## config.mk

```make
export PLATFORM = sky130hd
export DESIGN_NAME = uart_serial_control
export DESIGN_NICKNAME = d
export VERILOG_FILES = /design/src/hw/uart_ctl_pkg.sv /design/src/hw/buf_if.sv /design/src/hw/skid_buf.sv /design/src/hw/uart_serial_control.sv
export SDC_FILE = /design/constraint.sdc
export NUM_CORES = 1
export LEC_CHECK = 0
export ABC_AREA = 1
export BUFFER_PORTS_ARGS = -buffer_cell sky130_fd_sc_hd__clkbuf_2
export CORE_MARGIN = 5
export CORE_UTILIZATION = 53
export CTS_CLUSTER_DIAMETER = 40
export DETAILED_ROUTE_END_ITERATION = 16
export HOLD_SLACK_MARGIN = 0.02
export PLACE_DENSITY = 0.82
export SYNTH_ARGS = -nofsm -noshare
export SYNTH_HDL_FRONTEND = slang
export SYNTH_SLANG_ARGS = --single-unit
```

## constraint.sdc

```tcl
create_clock -name clk -period 4.8 [get_ports clk]
set_clock_uncertainty 0.15 [all_clocks]
set_input_delay 0.24 -clock clk [delete_from_list [all_inputs] [get_ports clk]]
set_output_delay 0.24 -clock clk [all_outputs]
set_load 0.02 [all_outputs]
```

## src/hw/uart_ctl_pkg.sv

```systemverilog
// Purpose: Constants and types shared by the serial port control block
// Assumes: 250 MHz system clock, AXI4-Lite register access
// Notes on behaviour
// - Two mode bits select one of four modes
// - Filter on: ninth bit zero raises no flag in modes 2/3
// - Reception only while receive enable is set
// - Modes 2/3 send tx_ninth_bit as ninth bit
// - tx_ninth_bit unbuffered, sampled when ninth bit shifts
// - Modes 2/3 store received ninth bit
// - Transmit flag set when ready; software clears
// - Mode 0 receive flag after eighth bit
// - Other modes receive flag after stop bit
package uart_ctl_pkg;
   // ==========================================
   // Register map
   localparam logic [7:0] ctrl_offset = 8'h00;
   localparam logic [7:0] txdata_offset = 8'h04;
   localparam logic [7:0] rxdata_offset = 8'h08;
   localparam logic [7:0] baud_offset = 8'h0c;
   localparam logic [7:0] ctrl_reset = 8'h00;
   localparam logic [15:0] baud_reset = 16'h0010;
   // ==========================================
   // Control field positions
   localparam int rx_int_pos = 0;
   localparam int tx_int_pos = 1;
   localparam int rx_ninth_pos = 2;
   localparam int tx_ninth_pos = 3;
   localparam int rx_enable_pos = 4;
   localparam int mp_filter_pos = 5;
   localparam int mode_low_pos = 6;
   localparam int mode_high_pos = 7;
   // ==========================================
   // Fixed bit-time divisors
   localparam logic [15:0] mode0_div = 16'd16;
   localparam logic [15:0] mode2_div = 16'd32;
   localparam logic [1:0] axi_okay = 2'b00;
   localparam logic [1:0] axi_slverr = 2'b10;
   typedef enum logic [1:0] {mode_shift, mode_8bit, mode_9fixed, mode_9var} mode_t;
endpackage : uart_ctl_pkg

```

## src/hw/buf_if.sv

```systemverilog
// Purpose: Valid/ready byte stream between modules
// Assumes: One clock
// Notes: Payload carries data plus ninth bit
interface buf_if;
   logic valid;
   logic ready;
   logic [8:0] data;
   modport src (output valid, output data, input ready);
   modport dst (input valid, input data, output ready);
endinterface : buf_if

```

## src/hw/skid_buf.sv

```systemverilog
// Purpose: Two-entry buffer for received bytes
// Assumes: Same clock both sides
// Notes: Full when two entries held
module skid_buf #(
   parameter int width = 9
) (
   input wire logic clk,
   input wire logic reset,
   input wire logic ce,
   buf_if.dst in_s,
   buf_if.src out_s
);
   typedef struct packed {
      logic [1:0][8:0] mem;
      logic [1:0] cnt;
   } state_t;
   state_t s_q, s_d;
   // Entries are sized for data plus ninth bit only
   if (width != 9) begin : g_width_check
      $error("width must be 9");
   end
   assign in_s.ready = (s_q.cnt != 2'd2);
   assign out_s.valid = (s_q.cnt != 2'd0);
   assign out_s.data = s_q.mem[0];
   always_comb begin
      logic push;
      logic pop;
      push = 1'b0;
      pop = 1'b0;
      s_d = s_q;
      push = in_s.valid && in_s.ready;
      pop = out_s.valid && out_s.ready;
      if (pop) begin
         s_d.mem[0] = s_q.mem[1];
      end
      if (push) begin
         if (s_q.cnt == 2'd0 || (s_q.cnt == 2'd1 && pop)) begin
            s_d.mem[0] = in_s.data;
         end else begin
            s_d.mem[1] = in_s.data;
         end
      end
      s_d.cnt = s_q.cnt + {1'b0, push} - {1'b0, pop};
   end
   always_ff @(posedge clk or posedge reset) begin
      if (reset) begin
         s_q <= '0;
      end else if (ce) begin
         s_q <= s_d;
      end
   end
endmodule : skid_buf

```

## src/hw/uart_serial_control.sv

```systemverilog
// Purpose: One serial port channel with its control register
// Assumes: AXI4-Lite slave, 250 MHz clock, rx pin asynchronous
// Notes: Modes 1/3 variable rate from the baud register, in clocks per bit; modes 0/2 fixed
module uart_serial_control (
   input wire logic clk,
   input wire logic reset,
   input wire logic ce,
   input wire logic [7:0] s_axi_awaddr,
   input wire logic s_axi_awvalid,
   output logic s_axi_awready,
   input wire logic [31:0] s_axi_wdata,
   input wire logic [3:0] s_axi_wstrb,
   input wire logic s_axi_wvalid,
   output logic s_axi_wready,
   output logic [1:0] s_axi_bresp,
   output logic s_axi_bvalid,
   input wire logic s_axi_bready,
   input wire logic [7:0] s_axi_araddr,
   input wire logic s_axi_arvalid,
   output logic s_axi_arready,
   output logic [31:0] s_axi_rdata,
   output logic [1:0] s_axi_rresp,
   output logic s_axi_rvalid,
   input wire logic s_axi_rready,
   input wire logic rxd_pin,
   output logic txd_pin,
   output logic shift_clk
);
   typedef enum logic [1:0] {tx_idle, tx_run} tx_st_t;
   typedef enum logic [1:0] {rx_idle, rx_run} rx_st_t;
   typedef struct packed {
      logic [7:0] ctrl;
      logic [15:0] baud;
      logic aw_got;
      logic [7:0] awaddr;
      logic w_got;
      logic [31:0] wdata;
      logic [3:0] wstrb;
      logic bvalid;
      logic [1:0] bresp;
      logic rvalid;
      logic [31:0] rdata;
      logic [1:0] rresp;
      tx_st_t tx_st;
      logic [10:0] tx_sh;
      logic [3:0] tx_bits;
      logic [15:0] tx_cnt;
      logic txd;
      logic sclk;
      rx_st_t rx_st;
      logic [9:0] rx_sh;
      logic [3:0] rx_bits;
      logic [15:0] rx_cnt;
      logic [1:0] rx_sync;
      logic rx_prev;
   } state_t;
   state_t s_q, s_d;
   buf_if rxb_in();
   buf_if rxb_out();

   // ==========================================
   // Helpers
   function automatic logic [15:0] bit_time(input logic [1:0] m, input logic [15:0] b);
      case (m)
         2'b00: bit_time = uart_ctl_pkg::mode0_div;
         2'b10: bit_time = uart_ctl_pkg::mode2_div;
         default: bit_time = (b == 16'h0000) ? 16'h0001 : b;
      endcase
   endfunction : bit_time

   function automatic logic [3:0] frame_bits(input logic [1:0] m);
      case (m)
         2'b00: frame_bits = 4'd8;
         2'b01: frame_bits = 4'd9;
         default: frame_bits = 4'd10;
      endcase
   endfunction : frame_bits

   // Mode 0 ends after its eighth bit; framed modes run out the stop bit
   function automatic logic [3:0] last_tx_bit(input logic [1:0] m);
      last_tx_bit = (m == 2'b00) ? frame_bits(m) - 4'd1 : frame_bits(m);
   endfunction : last_tx_bit

   skid_buf #(.width(9)) u_rxbuf (
      .clk(clk),
      .reset(reset),
      .ce(ce),
      .in_s(rxb_in),
      .out_s(rxb_out)
   );

   // ==========================================
   // Bus handshake outputs
   assign s_axi_awready = !s_q.aw_got && !s_q.bvalid;
   assign s_axi_wready = !s_q.w_got && !s_q.bvalid;
   assign s_axi_arready = !s_q.rvalid;
   assign s_axi_bvalid = s_q.bvalid;
   assign s_axi_bresp = s_q.bresp;
   assign s_axi_rvalid = s_q.rvalid;
   assign s_axi_rdata = s_q.rdata;
   assign s_axi_rresp = s_q.rresp;
   assign txd_pin = s_q.txd;
   assign shift_clk = s_q.sclk;

   always_comb begin
      logic [1:0] mode;
      logic [7:0] wa;
      logic [7:0] ra;
      logic wr_fire;
      logic rx_fin;
      logic [9:0] rsh;
      logic rxd;
      logic [15:0] bt;
      mode = '0;
      wa = '0;
      ra = '0;
      wr_fire = 1'b0;
      rx_fin = 1'b0;
      rsh = '0;
      rxd = 1'b0;
      bt = '0;
      s_d = s_q;
      rxb_in.valid = 1'b0;
      rxb_in.data = '0;
      rxb_out.ready = 1'b0;
      // Mode decode from the two select bits
      mode = {s_q.ctrl[uart_ctl_pkg::mode_high_pos], s_q.ctrl[uart_ctl_pkg::mode_low_pos]};
      s_d.rx_sync = {s_q.rx_sync[0], rxd_pin};
      rxd = s_q.rx_sync[1];
      s_d.rx_prev = rxd;

      // ==========================================
      // Write channel
      if (s_axi_awvalid && s_axi_awready) begin
         s_d.aw_got = 1'b1;
         s_d.awaddr = s_axi_awaddr;
      end
      if (s_axi_wvalid && s_axi_wready) begin
         s_d.w_got = 1'b1;
         s_d.wdata = s_axi_wdata;
         s_d.wstrb = s_axi_wstrb;
      end
      if (s_q.bvalid && s_axi_bready) begin
         s_d.bvalid = 1'b0;
      end
      wr_fire = s_q.aw_got && s_q.w_got;
      wa = {s_q.awaddr[7:2], 2'b00};
      if (wr_fire) begin
         s_d.aw_got = 1'b0;
         s_d.w_got = 1'b0;
         s_d.bvalid = 1'b1;
         s_d.bresp = uart_ctl_pkg::axi_okay;
         case (wa)
            uart_ctl_pkg::ctrl_offset: begin
               if (s_q.wstrb[0]) begin
                  s_d.ctrl = s_q.wdata[7:0];
               end
            end
            uart_ctl_pkg::txdata_offset: begin
               // Write while idle starts a frame; busy writes dropped
               if (s_q.wstrb[0] && s_q.tx_st == tx_idle) begin
                  s_d.tx_st = tx_run;
                  s_d.tx_cnt = bit_time(mode, s_q.baud);
                  s_d.tx_bits = '0;
                  // Flag left as is; hardware never clears it
                  if (mode == 2'b00) begin
                     s_d.tx_sh = {3'b111, s_q.wdata[7:0]};
                     s_d.txd = s_q.wdata[0];
                  end else begin
                     s_d.tx_sh = {2'b11, s_q.wdata[7:0], 1'b0};
                     s_d.txd = 1'b0;
                  end
               end
            end
            uart_ctl_pkg::baud_offset: begin
               if (s_q.wstrb[0]) begin
                  s_d.baud[7:0] = s_q.wdata[7:0];
               end
               if (s_q.wstrb[1]) begin
                  s_d.baud[15:8] = s_q.wdata[15:8];
               end
            end
            uart_ctl_pkg::rxdata_offset: ;
            default: s_d.bresp = uart_ctl_pkg::axi_slverr;
         endcase
      end

      // ==========================================
      // Read channel; reading data pops the buffer
      if (s_q.rvalid && s_axi_rready) begin
         s_d.rvalid = 1'b0;
      end
      ra = {s_axi_araddr[7:2], 2'b00};
      if (s_axi_arvalid && s_axi_arready) begin
         s_d.rvalid = 1'b1;
         s_d.rresp = uart_ctl_pkg::axi_okay;
         s_d.rdata = '0;
         case (ra)
            uart_ctl_pkg::ctrl_offset: s_d.rdata = {24'h000000, s_q.ctrl};
            uart_ctl_pkg::baud_offset: s_d.rdata = {16'h0000, s_q.baud};
            uart_ctl_pkg::txdata_offset: s_d.rdata = '0;
            uart_ctl_pkg::rxdata_offset: begin
               s_d.rdata = {22'h000000, rxb_out.valid, rxb_out.data};
               rxb_out.ready = 1'b1;
            end
            default: s_d.rresp = uart_ctl_pkg::axi_slverr;
         endcase
      end

      // ==========================================
      // Transmitter
      if (s_q.tx_st == tx_run) begin
         if (mode == 2'b00) begin
            s_d.sclk = (s_q.tx_cnt > (uart_ctl_pkg::mode0_div >> 1));
         end
         if (s_q.tx_cnt == 16'h0001) begin
            s_d.tx_cnt = bit_time(mode, s_q.baud);
            s_d.tx_bits = s_q.tx_bits + 4'd1;
            s_d.tx_sh = {1'b1, s_q.tx_sh[10:1]};
            s_d.txd = s_q.tx_sh[1];
            // Ninth bit read live from the field, not latched
            if (mode[1] && s_q.tx_bits == 4'd8) begin
               s_d.txd = s_q.ctrl[uart_ctl_pkg::tx_ninth_pos];
            end
            if (s_q.tx_bits == last_tx_bit(mode)) begin
               s_d.tx_st = tx_idle;
               s_d.txd = 1'b1;
               s_d.sclk = 1'b1;
               // Only set here; clearing is for software
               s_d.ctrl[uart_ctl_pkg::tx_int_pos] = 1'b1;
            end
         end else begin
            s_d.tx_cnt = s_q.tx_cnt - 16'h0001;
         end
      end

      // ==========================================
      // Receiver; mode 0 samples the line once per mode0_div clocks, no start bit
      if (!s_q.ctrl[uart_ctl_pkg::rx_enable_pos]) begin
         s_d.rx_st = rx_idle;
      end else if (s_q.rx_st == rx_idle) begin
         if (mode == 2'b00 || (s_q.rx_prev && !rxd)) begin
            s_d.rx_st = rx_run;
            s_d.rx_bits = '0;
            bt = bit_time(mode, s_q.baud);
            // Half a bit time puts later samples mid-bit
            s_d.rx_cnt = (mode == 2'b00) ? bt : {1'b0, bt[15:1]};
         end
      end else if (s_q.rx_cnt == 16'h0001) begin
         s_d.rx_cnt = bit_time(mode, s_q.baud);
         s_d.rx_bits = s_q.rx_bits + 4'd1;
         s_d.rx_sh = {rxd, s_q.rx_sh[9:1]};
         rsh = {rxd, s_q.rx_sh[9:1]};
         if (mode != 2'b00 && s_q.rx_bits == 4'd0 && rxd) begin
            s_d.rx_st = rx_idle;
         end
         if (mode == 2'b00 && s_q.rx_bits == 4'd7) begin
            rx_fin = 1'b1;
            rsh = {2'b00, rxd, s_q.rx_sh[9:3]};
         end
         if (mode != 2'b00 && s_q.rx_bits == frame_bits(mode)) begin
            rx_fin = 1'b1;
            if (mode == 2'b01) begin
               rsh = {1'b0, rxd, s_q.rx_sh[9:2]};
            end
         end
      end else begin
         s_d.rx_cnt = s_q.rx_cnt - 16'h0001;
      end
      if (rx_fin) begin
         s_d.rx_st = rx_idle;
         // Filter drops frames with ninth bit zero in modes 2/3
         if (!(s_q.ctrl[uart_ctl_pkg::mp_filter_pos] && mode[1] && !rsh[8])) begin
            s_d.ctrl[uart_ctl_pkg::rx_int_pos] = 1'b1;
            if (mode != 2'b00) begin
               s_d.ctrl[uart_ctl_pkg::rx_ninth_pos] = rsh[8];
            end
            // Full buffer drops byte; flag still set for software
            rxb_in.valid = 1'b1;
            rxb_in.data = {rsh[8], rsh[7:0]};
         end
      end
      // Hardware set beats software clear on same cycle
      if (wr_fire && wa == uart_ctl_pkg::ctrl_offset && s_q.wstrb[0]) begin
         if (s_q.ctrl[uart_ctl_pkg::tx_int_pos] != s_d.ctrl[uart_ctl_pkg::tx_int_pos]
             && s_q.tx_st == tx_run && s_d.tx_st == tx_idle) begin
            s_d.ctrl[uart_ctl_pkg::tx_int_pos] = 1'b1;
         end
         if (rx_fin && rxb_in.valid) begin
            s_d.ctrl[uart_ctl_pkg::rx_int_pos] = 1'b1;
         end
      end
   end

   always_ff @(posedge clk or posedge reset) begin
      if (reset) begin
         s_q <= '0;
         s_q.ctrl <= uart_ctl_pkg::ctrl_reset;
         s_q.baud <= uart_ctl_pkg::baud_reset;
         s_q.txd <= 1'b1;
         s_q.sclk <= 1'b1;
         s_q.rx_sync <= 2'b11;
         s_q.rx_prev <= 1'b1;
         s_q.tx_st <= tx_idle;
         s_q.rx_st <= rx_idle;
      end else if (ce) begin
         s_q <= s_d;
      end
   end
endmodule : uart_serial_control

```

==> impl_metrics.env, run 1 <==
export IMPL_power_frac_comb_pct=22.3
export IMPL_final_common_cell="nand2_1"
export IMPL_post_cts_buffers=0
export IMPL_grt_pass1_wl_mm=38.2
export IMPL_maxSlewHeadroom_pct=24.7
export IMPL_dpl_cell_area_um2=9140
export IMPL_fin_crit_sh_pct=72.3
export IMPL_ys_warn_count=0
export IMPL_drv_slew=0
export IMPL_outcome="completed"
export IMPL_crit_path_max_fanout=24
export IMPL_cts_num_sinks=157
export IMPL_io_pin_count=104
export IMPL_htree_levels=4
export IMPL_setup_viol=0
export IMPL_hpwl_mm=16.0
export IMPL_rsz0062_at_grt="no"
export IMPL_fin_crit_ns=3.47
export IMPL_grt_pass1_vias=7596
export IMPL_area_growth_pct=12.7
export IMPL_fin_area_um2=10000
export IMPL_powerDensity_nw_per_um2=395
export IMPL_die_height_um=140
export IMPL_gp_congestion=0.990
export IMPL_dp_cells=1412
export IMPL_hold_ws_ns=0.0682
export IMPL_insertion_delay_ns=0.44
export IMPL_grt_start_max_net_pins=66
export IMPL_start_util_pct=53.9
export IMPL_vias_per_cell=5.55
export IMPL_tightest_slew_ns=1.12
export IMPL_clockBufferDepth=2
export IMPL_vdd_ir_drop_max_v=0.000441
export IMPL_core_um2=16500
export IMPL_synth_seq_cells=157
export IMPL_grt_usage_pct=24.2
export IMPL_clkPwrFrac_pct=35.1
export IMPL_rows=47
export IMPL_p_seq_share_pct=42.6
export IMPL_cp_start_kind="register"
export IMPL_overflow=0
export IMPL_die_area_um2=19500
export IMPL_p_leak_nw=4.99
export IMPL_antenna_found_initial=0
export IMPL_ys_seq_area_share_pct=44.2
export IMPL_finalWirelength_mm=23.6
export IMPL_synth_edf_count=0
export IMPL_netlist_cell_type_count=47
export IMPL_synth_ff_type="dfrtp_1"
export IMPL_die_x_um=140
export IMPL_num_antenna_cells=0
export IMPL_synth_cells=1184
export IMPL_avgSynthCellArea_um2=7.52
export IMPL_route_detailed_drc=0
export IMPL_cts_buffers=17
export IMPL_power_switching_mw=1.28
export IMPL_fin_tns_setup_ns=0
export IMPL_most_common_layout_cells="305 x nand2_1, 151 x dfrtp_1, 130 x inv_1"
export IMPL_max_freq_mhz=288
export IMPL_endpoint_kind="register"
export IMPL_p_int_mw=2.69
export IMPL_pre_cts_ws_ns=1.40
export IMPL_hold_viol=0
export IMPL_syn_area_um2=8900
export IMPL_nets=1310
export IMPL_via_count=8169
export IMPL_root_buffer="clkbuf_16"
export IMPL_wl_per_cell_um=16.1
export IMPL_final_cell_count_no_fill=1472
export IMPL_switching_share_pct=32.2
export IMPL_hold_path_class="in -> reg"
export IMPL_path_clk_slew_ns=0.06
export IMPL_cp_arrival_ns=3.64
export IMPL_ant_nets=0
export IMPL_async_flop_share_pct=100
export IMPL_cap_viol_max_count=0
export IMPL_critical_path_required_ns=4.97
export IMPL_cts_tree="yes"
export IMPL_fillers=1430
export IMPL_fin_util_pct=60.7
export IMPL_port_buffers=63
export IMPL_drtPass1Iterations=6
export IMPL_dr_first_iter_drc_count=995
export IMPL_total_power_mw=3.96
export IMPL_drive_gt1_share_pct=11.7
export IMPL_setup_slack_ns=1.33
export IMPL_path_class="reg -> reg"
## state kept, by name, indices dropped and copies added, names as in the netlist
| name | cells |
|---|---|
| s_axi_rvalid | 1 |
| u_rxbuf.out_s.data | 9 |
| s_q | 113 |
| s_axi_bresp | 1 |
| s_axi_bvalid | 1 |
| txd_pin | 1 |
| s_axi_rdata | 16 |
| u_rxbuf.s_q | 11 |
| s_axi_rresp | 1 |
| s_d | 2 |
| shift_clk | 1 |
## path summary, 6_finish.rpt
path | start | slack (ns) | end | cells past startpoint
max | s_q[176] | 1.33 | u_rxbuf.s_q[16] | 10
min | s_axi_araddr[7] | 0.07 | s_axi_rresp[1] | 5
max reg2reg | s_q[176] | 1.33 | u_rxbuf.s_q[16] | 10
min reg2reg | s_q[69] | 0.26 | s_q[69] | 0
max in group asynchronous | reset | 3.13 | s_q[16] | 4
min in group asynchronous | reset | 0.28 | s_q[64] | 3
## area by class of cell
cell class              instances  area [um^2]  share of cell area [%]
flip-flops and latches        157         3940                    39.2
clock inverters                 4         73.8                   0.736
well taps                     220          275                    2.74
inverters                     134          508                    5.06
clock buffers                  28          537                    5.35
multi-input cells             833         4070                    40.5
repair buffers                 96          633                    6.31
## cells in the mapped netlist, types with 3 or more instances
| cell type | instances | area [um^2] |
|---|---|---|
| a21oi_1 | 51 | 255 |
| a22oi_1 | 3 | 22.5 |
| a31oi_1 | 4 | 25.0 |
| buf_1 | 4 | 15.0 |
| buf_2 | 8 | 40.0 |
| buf_4 | 36 | 270 |
| buf_6 | 3 | 33.8 |
| clkbuf_1 | 26 | 97.6 |
| dfrtp_1 | 151 | 3780 |
| dfstp_2 | 6 | 158 |
| ha_1 | 10 | 125 |
| inv_1 | 131 | 492 |
| mux2_2 | 3 | 33.8 |
| nand2_1 | 305 | 1140 |
| nand2_2 | 10 | 62.6 |
| nand3_1 | 65 | 325 |
| nand4_1 | 14 | 87.6 |
| nor2_1 | 109 | 409 |
| nor2_2 | 5 | 31.3 |
| nor2_4 | 3 | 33.8 |
| nor3_1 | 14 | 70.1 |
| nor4_1 | 7 | 43.8 |
| o211ai_1 | 14 | 105 |
| o21a_1 | 5 | 37.5 |
| o21ai_0 | 119 | 596 |
| o21ai_2 | 8 | 70.1 |
| o221ai_1 | 4 | 35.0 |
| o22ai_1 | 17 | 106 |
| o31ai_1 | 6 | 45.0 |
| or2_2 | 8 | 50.1 |
| xor2_1 | 14 | 123 |
## power groups by stage
stage,registers (mW),clock network [mW],logic (mW)
floorplan,1.66,0,0.654
global placement,1.69,0,0.806
detailed placement,1.70,0,0.837
CTS,1.68,1.39,0.866
global route,1.71,1.46,0.995
finish,1.69,1.39,0.884
## worst max-delay path, stage by stage, from the launching register on
cell and delay [ns]:
dfrtp_1 0.70, nor2_4 0.60, nand2_1 0.13, nor2_2 0.44, nor2_1 0.16, nor2_2 0.18, nand2_2 0.13, inv_2 0.27
nand4_4 0.33, nand2_1 0.18, o21ai_2 0.07
## cell families after synthesis
group,synth area share [%]
other,0.0421
buffers and inverters,10.8
muxes,0.492
DFF,44.2
adders and majority gates,1.41
AOI/OAI and AO/OA,15.1
and+or+nand+nor,26.4
xor gates and xnor gates,1.57
## routing by layer
layer  part of all wire (%)  wire length, um  track usage [%]  vias up
met3                    9.0             2120             6.07       57
met1                     42            10000             32.9     3807
met5                      0                0                0        -
met2                     46            10900             38.0      382
li1                       -                -                -     3923
met4                    2.5              599             8.52        0
## repair_timing
action,in CTS,in global routing
endpoints found under the setup margin,0,0
endpoints found under the hold margin,86,0
hold buffers,28,0
gates resized for setup,0,0
Note: power is estimated with default switching activity, not from simulation.
==> inputs of run 2 (changes only) <==
- CORE_UTILIZATION: 53 -> 59
- PLACE_DENSITY: 0.82 -> 0.87
- clock period: 4.8 -> 3.6 ns (I/O delays scaled with it)
==> run 2 against run 1 <==
Maximum frequency increased by 17%; die area decreased by 9.5%; combinational power increased by 35%; count of clock-buffer cells in the layout decreased by 6; sequential share of layout area decreased by 0.23 points; register-to-register slack got worse by 0.70 ns; sequential power increased by 34%; cell area increased by 0.59%; setup slack got worse by 0.70 ns; routed wire length increased by 2.1%; critical endpoint is now u_rxbuf.s_q[13].
==> impl_metrics.env, run 2 (synthesis gave the netlist of run 1 again) <==
export IMPL_outcome="completed"
export IMPL_start_util_pct=60.8
export IMPL_grt_usage_pct=27.9
export IMPL_endpoint_kind="register"
export IMPL_final_common_cell="nand2_1"
export IMPL_drv_slew=0
export IMPL_max_freq_mhz=337
export IMPL_rows=44
export IMPL_hold_ws_ns=0.0659
export IMPL_area_growth_pct=13.4
export IMPL_most_common_layout_cells="305 x nand2_1, 151 x dfrtp_1, 130 x inv_1"
export IMPL_regToRegSetupSlack_ns=0.63
export IMPL_final_cell_count_no_fill=1446
export IMPL_fin_crit_ns=2.97
export IMPL_cpPeakStageDelay_ns=0.55
export IMPL_drive_gt1_share_pct=12.4
export IMPL_largest_reg_flops=113
export IMPL_multiInputGateArea_um2=4070
export IMPL_ff2ff_path_depth=11
export IMPL_fin_tns_setup_ns=0
export IMPL_root_buffer="clkbuf_16"
export IMPL_port_buffers=63
export IMPL_dpl_cell_area_um2=9160
export IMPL_vdd_ir_drop_max_v=0.000407
export IMPL_die_x_um=133
export IMPL_fin_util_pct=68.9
export IMPL_dr_first_iter_drc_count=719
export IMPL_path_cells="nor2_4 -> nand2_1 -> nor2_2 -> buf_4 -> nor2_1 -> nor2_2 -> nand2_2 -> inv_2 -> nand4_4 -> nand2_1 -> o21ai_2"
export IMPL_nets=1320
export IMPL_drtPass1Iterations=6
export IMPL_whs_endpoint="s_axi_rdata[6]"
export IMPL_die_height_um=133
export IMPL_tightest_slew_ns=1.27
export IMPL_setup_viol=0
export IMPL_cp_arrival_ns=3.13
export IMPL_p_seq_share_pct=42.3
export IMPL_fin_area_um2=10100
export IMPL_vias_per_cell=5.75
export IMPL_path_clk_slew_ns=0.07
export IMPL_ant_nets=0
export IMPL_cp_start_kind="register"
export IMPL_rsz0062_at_grt="no"
export IMPL_switching_share_pct=33.2
export IMPL_hold_depth=4
export IMPL_setup_slack_ns=0.628
export IMPL_r2r_end="u_rxbuf.s_q[13]"
export IMPL_power_frac_comb_pct=22.4
export IMPL_cpMaxStageDelayCell="dfrtp_1"
export IMPL_cts_tree="yes"
export IMPL_overflow=0
export IMPL_num_antenna_cells=0
export IMPL_cts_num_sinks=157
export IMPL_htree_levels=4
export IMPL_powerDensity_nw_per_um2=529
export IMPL_antenna_found_initial=0
export IMPL_die_area_um2=17600
export IMPL_pre_cts_ws_ns=0.706
export IMPL_fillers=1160
export IMPL_route_detailed_drc=0
export IMPL_wl_per_cell_um=16.7
export IMPL_gp_congestion=0.968
export IMPL_dp_cells=1383
export IMPL_seqCellArea_um2=3940
export IMPL_grt_pass1_vias=8062
export IMPL_path_class="reg -> reg"
export IMPL_via_count=8311
export IMPL_cap_viol_max_count=0
export IMPL_insertion_delay_ns=0.43
export IMPL_post_cts_buffers=0
export IMPL_hold_path_class="in -> reg"
export IMPL_crit_path_max_fanout=22
export IMPL_p_leak_nw=5.04
export IMPL_io_pin_count=104
export IMPL_core_um2=14600
export IMPL_reg2reg_from="s_q[177]"
export IMPL_power_switching_mw=1.77
export IMPL_regMostFlops="s_q"
export IMPL_hold_viol=0
export IMPL_grt_pass1_wl_mm=40.0
export IMPL_grt_start_max_net_pins=53
export IMPL_hpwl_mm=16.3
export IMPL_p_int_mw=3.56
export IMPL_clkPwrFrac_pct=35.3
export IMPL_critical_path_required_ns=3.76
export IMPL_min_from="s_axi_araddr[2]"
export IMPL_total_power_mw=5.33
export IMPL_fin_crit_sh_pct=82.5
export IMPL_clockBufferDepth=2
export IMPL_finalWirelength_mm=24.1
export IMPL_cts_buffers=17
export IMPL_maxSlewHeadroom_pct=14.3
[run 2: power by group through the flow]
stage | registers (mW) | clock network, mW | logic (mW)
3_3_place_gp | 2.26 | 0 | 1.09
4_1_cts | 2.24 | 1.89 | 1.17
5_1_grt | 2.28 | 1.97 | 1.34
6_report | 2.26 | 1.88 | 1.19
3_5_place_dp | 2.27 | 0 | 1.13
2_1_floorplan | 2.21 | 0 | 0.873
[run 2: worst max path at each step]
stage	start	endpoint	slack (ns)
2_1_floorplan	reset	s_axi_bresp[1]	1.29
3_3_place_gp	s_q[177]	u_rxbuf.s_q[12]	0.80
3_5_place_dp	s_q[177]	u_rxbuf.s_q[16]	0.71
4_1_cts	s_q[177]	u_rxbuf.s_q[13]	0.66
5_1_grt	s_q[177]	u_rxbuf.s_q[13]	0.44
6_report	s_q[177]	u_rxbuf.s_q[13]	0.63
[run 2: layout make-up]
cell class	instances	share of cell area, %
Clock buffer	22	4.90
Clock inverter	10	1.25
Inverter	134	5.02
Multi-Input combinational cell	833	40.3
Sequential cell	157	39.0
Tap cell	184	2.28
Timing Repair Buffer	106	7.22
[run 2: worst max-delay path, delay by kind of cell (launching register included)]
family          cells  cell delay [ns]
simple gates        8             1.61
flops               1             0.55
buf+inv             2             0.45
compound gates      1             0.07
[run 2: what timing repair did]
action,CTS,global route
endpoints found under the hold margin,63,0
resized for setup,0,0
hold buffers,31,0
[run 2: per-layer routing]
layer / share of wire, % / global-route usage, %
met5: 0 / 0
met4: 3.1 / 11.4
met3: 8.0 / 5.28
met2: 46 / 44.9
met1: 43 / 37.4
==> inputs of run 3 (changes only) <==
- CORE_UTILIZATION: 59 -> 53
- PLACE_DENSITY: 0.87 -> 0.82
- clock period: 3.6 -> 2.4 ns (I/O delays scaled with it)
==> run 3 against run 2 <==
Total power grew 48%; non-clock buffer count grew 30; sequential share of layout area shrank 1.0 points; register-to-register slack lost 0.50 ns; sequential cell count is the same; global-route usage shrank 3.2 points; count of clock-buffer cells in the layout grew 1; setup slack lost 0.50 ns; die area grew 10%; hold slack lost 0.036 ns; maximum frequency grew 31%; combinational power grew 55%; largest power group unchanged.
==> impl_metrics.env, run 3 (synthesis gave the netlist of run 1 again) <==
export IMPL_outcome="completed"
export IMPL_clockBufferDepth=2
export IMPL_finalWirelength_mm=23.7
export IMPL_port_buffers=63
export IMPL_endpoint_kind="register"
export IMPL_most_common_layout_cells="305 x nand2_1, 149 x dfrtp_1, 129 x inv_1"
export IMPL_final_cell_count_no_fill=1512
export IMPL_rows=47
export IMPL_path_cells="nor2_1 -> nand2_1 -> nor4_4 -> nand3_1 -> buf_4 -> nand2_1 -> nand2_1 -> nand3_1 -> o21a_1"
export IMPL_dpl_cell_area_um2=9400
export IMPL_p_seq_share_pct=42.7
export IMPL_regMostFlops="s_q"
export IMPL_die_x_um=140
export IMPL_overflow=0
export IMPL_crit_path_start="s_q[50]"
export IMPL_vdd_ir_drop_max_v=0.000676
export IMPL_grt_start_max_net_pins=63
export IMPL_cp_start_kind="register"
export IMPL_cap_viol_max_count=0
export IMPL_cpPeakStageDelay_ns=0.41
export IMPL_min_from="s_axi_araddr[2]"
export IMPL_dp_cells=1443
export IMPL_cpMaxStageDelayCell="dfrtp_1"
export IMPL_nets=1350
export IMPL_fillers=1407
export IMPL_die_area_um2=19500
export IMPL_drv_slew=0
export IMPL_powerDensity_nw_per_um2=762
export IMPL_cts_num_sinks=157
export IMPL_largest_reg_flops=113
export IMPL_power_frac_comb_pct=23.4
export IMPL_fin_crit_sh_pct=94.4
export IMPL_fin_area_um2=10400
export IMPL_die_height_um=140
export IMPL_p_int_mw=5.28
export IMPL_antenna_found_initial=1
export IMPL_critical_path_top_cell_by_count="nand2_1"
export IMPL_grt_usage_pct=24.7
export IMPL_final_common_cell="nand2_1"
export IMPL_hold_viol=0
export IMPL_path_class="reg -> reg"
export IMPL_grt_pass1_vias=7941
export IMPL_core_um2=16500
export IMPL_hold_ws_ns=0.0299
export IMPL_area_growth_pct=16.5
export IMPL_hold_path_class="in -> reg"
export IMPL_num_antenna_cells=0
export IMPL_path_clk_slew_ns=0.06
export IMPL_drtPass1Iterations=6
export IMPL_start_util_pct=53.9
export IMPL_cts_buffers=17
export IMPL_vias_per_cell=5.47
export IMPL_dr_first_iter_drc_count=1011
export IMPL_ant_nets=0
export IMPL_grt_pass1_wl_mm=39.3
export IMPL_route_detailed_drc=0
export IMPL_power_switching_mw=2.61
export IMPL_cts_tree="yes"
export IMPL_max_freq_mhz=441
export IMPL_maxSlewHeadroom_pct=48.8
export IMPL_via_count=8278
export IMPL_htree_levels=4
export IMPL_wl_per_cell_um=15.6
export IMPL_tightest_slew_ns=0.767
export IMPL_cp_arrival_ns=2.49
export IMPL_critical_path_required_ns=2.62
export IMPL_fin_crit_ns=2.27
export IMPL_p_leak_nw=5.15
export IMPL_io_pin_count=104
export IMPL_root_buffer="clkbuf_16"
export IMPL_drive_gt1_share_pct=14.6
export IMPL_insertion_delay_ns=0.44
export IMPL_setup_viol=0
export IMPL_reg2reg_from="s_q[50]"
export IMPL_crit_path_max_fanout=10
export IMPL_hpwl_mm=16.6
export IMPL_switching_share_pct=33.1
export IMPL_clkPwrFrac_pct=34.0
export IMPL_gp_congestion=0.964
run 3: final timing paths:
path                       cells after the start             end  slack [ns]
min in group asynchronous                      3         s_q[61]        0.06
setup / recovery                               9         s_q[41]        0.13
setup reg to reg                               9         s_q[41]        0.13
max in group asynchronous                      4         s_q[52]        1.36
hold reg to reg                                0         s_q[69]        0.26
hold / removal                                 6  s_axi_rdata[9]        0.03
run 3: what timing repair did:
item / CTS / global route
endpoints found under the hold margin: 183 / 0
setup buffers: 0 / 5
hold buffers: 32 / 0
endpoints found under the setup margin: 0 / 17
gates resized for setup: 0 / 8
run 3: final cells by class:
| type | count | area, um^2 | area share (%) |
|---|---|---|---|
| clock buffers | 23 | 468 | 4.52 |
| clock inverters | 9 | 111 | 1.07 |
| inverters | 134 | 510 | 4.93 |
| multi-input cells | 833 | 4080 | 39.4 |
| flip-flops and latches | 157 | 3940 | 38.0 |
| well taps | 220 | 275 | 2.66 |
| repair buffers | 136 | 981 | 9.47 |
run 3: per-stage QoR:
step	util (%)	setup WS (ns)	total power, mW	setup TNS [ns]
floorplan	-	0.148	4.63	0
global placement	56.9	0.223	5.05	0
detailed placement	56.9	0.177	5.14	0
CTS	62.3	0.156	7.87	0
global route	62.7	-0.000248	8.30	-0.000248
finish	62.7	0.133	7.89	0
run 3: power by group through the flow:
stage	combinational [mW]	clock [mW]	sequential (mW)
floorplan	1.31	0	3.32
global placement	1.68	0	3.38
detailed placement	1.75	0	3.39
CTS	1.81	2.71	3.35
global route	2.06	2.82	3.42
finish	1.84	2.68	3.37
run 3: layer usage:
| layer | vias to the layer above | track usage [%] | part of all wire (%) |
|---|---|---|---|
| met3 | 68 | 6.28 | 8.9 |
| li1 | 3992 | - | - |
| met2 | 371 | 38.1 | 45 |
| met1 | 3845 | 34.5 | 43 |
| met4 | 2 | 8.11 | 2.6 |
| met5 | - | 0 | 0.055 |
run 3: critical path: cells and delay by family, from the launching register on:
| kind | cells | cell delay, ns |
|---|---|---|
| buf+inv | 1 | 0.21 |
| simple gates | 7 | 1.30 |
| compound gates | 1 | 0.13 |
| flops | 1 | 0.41 |
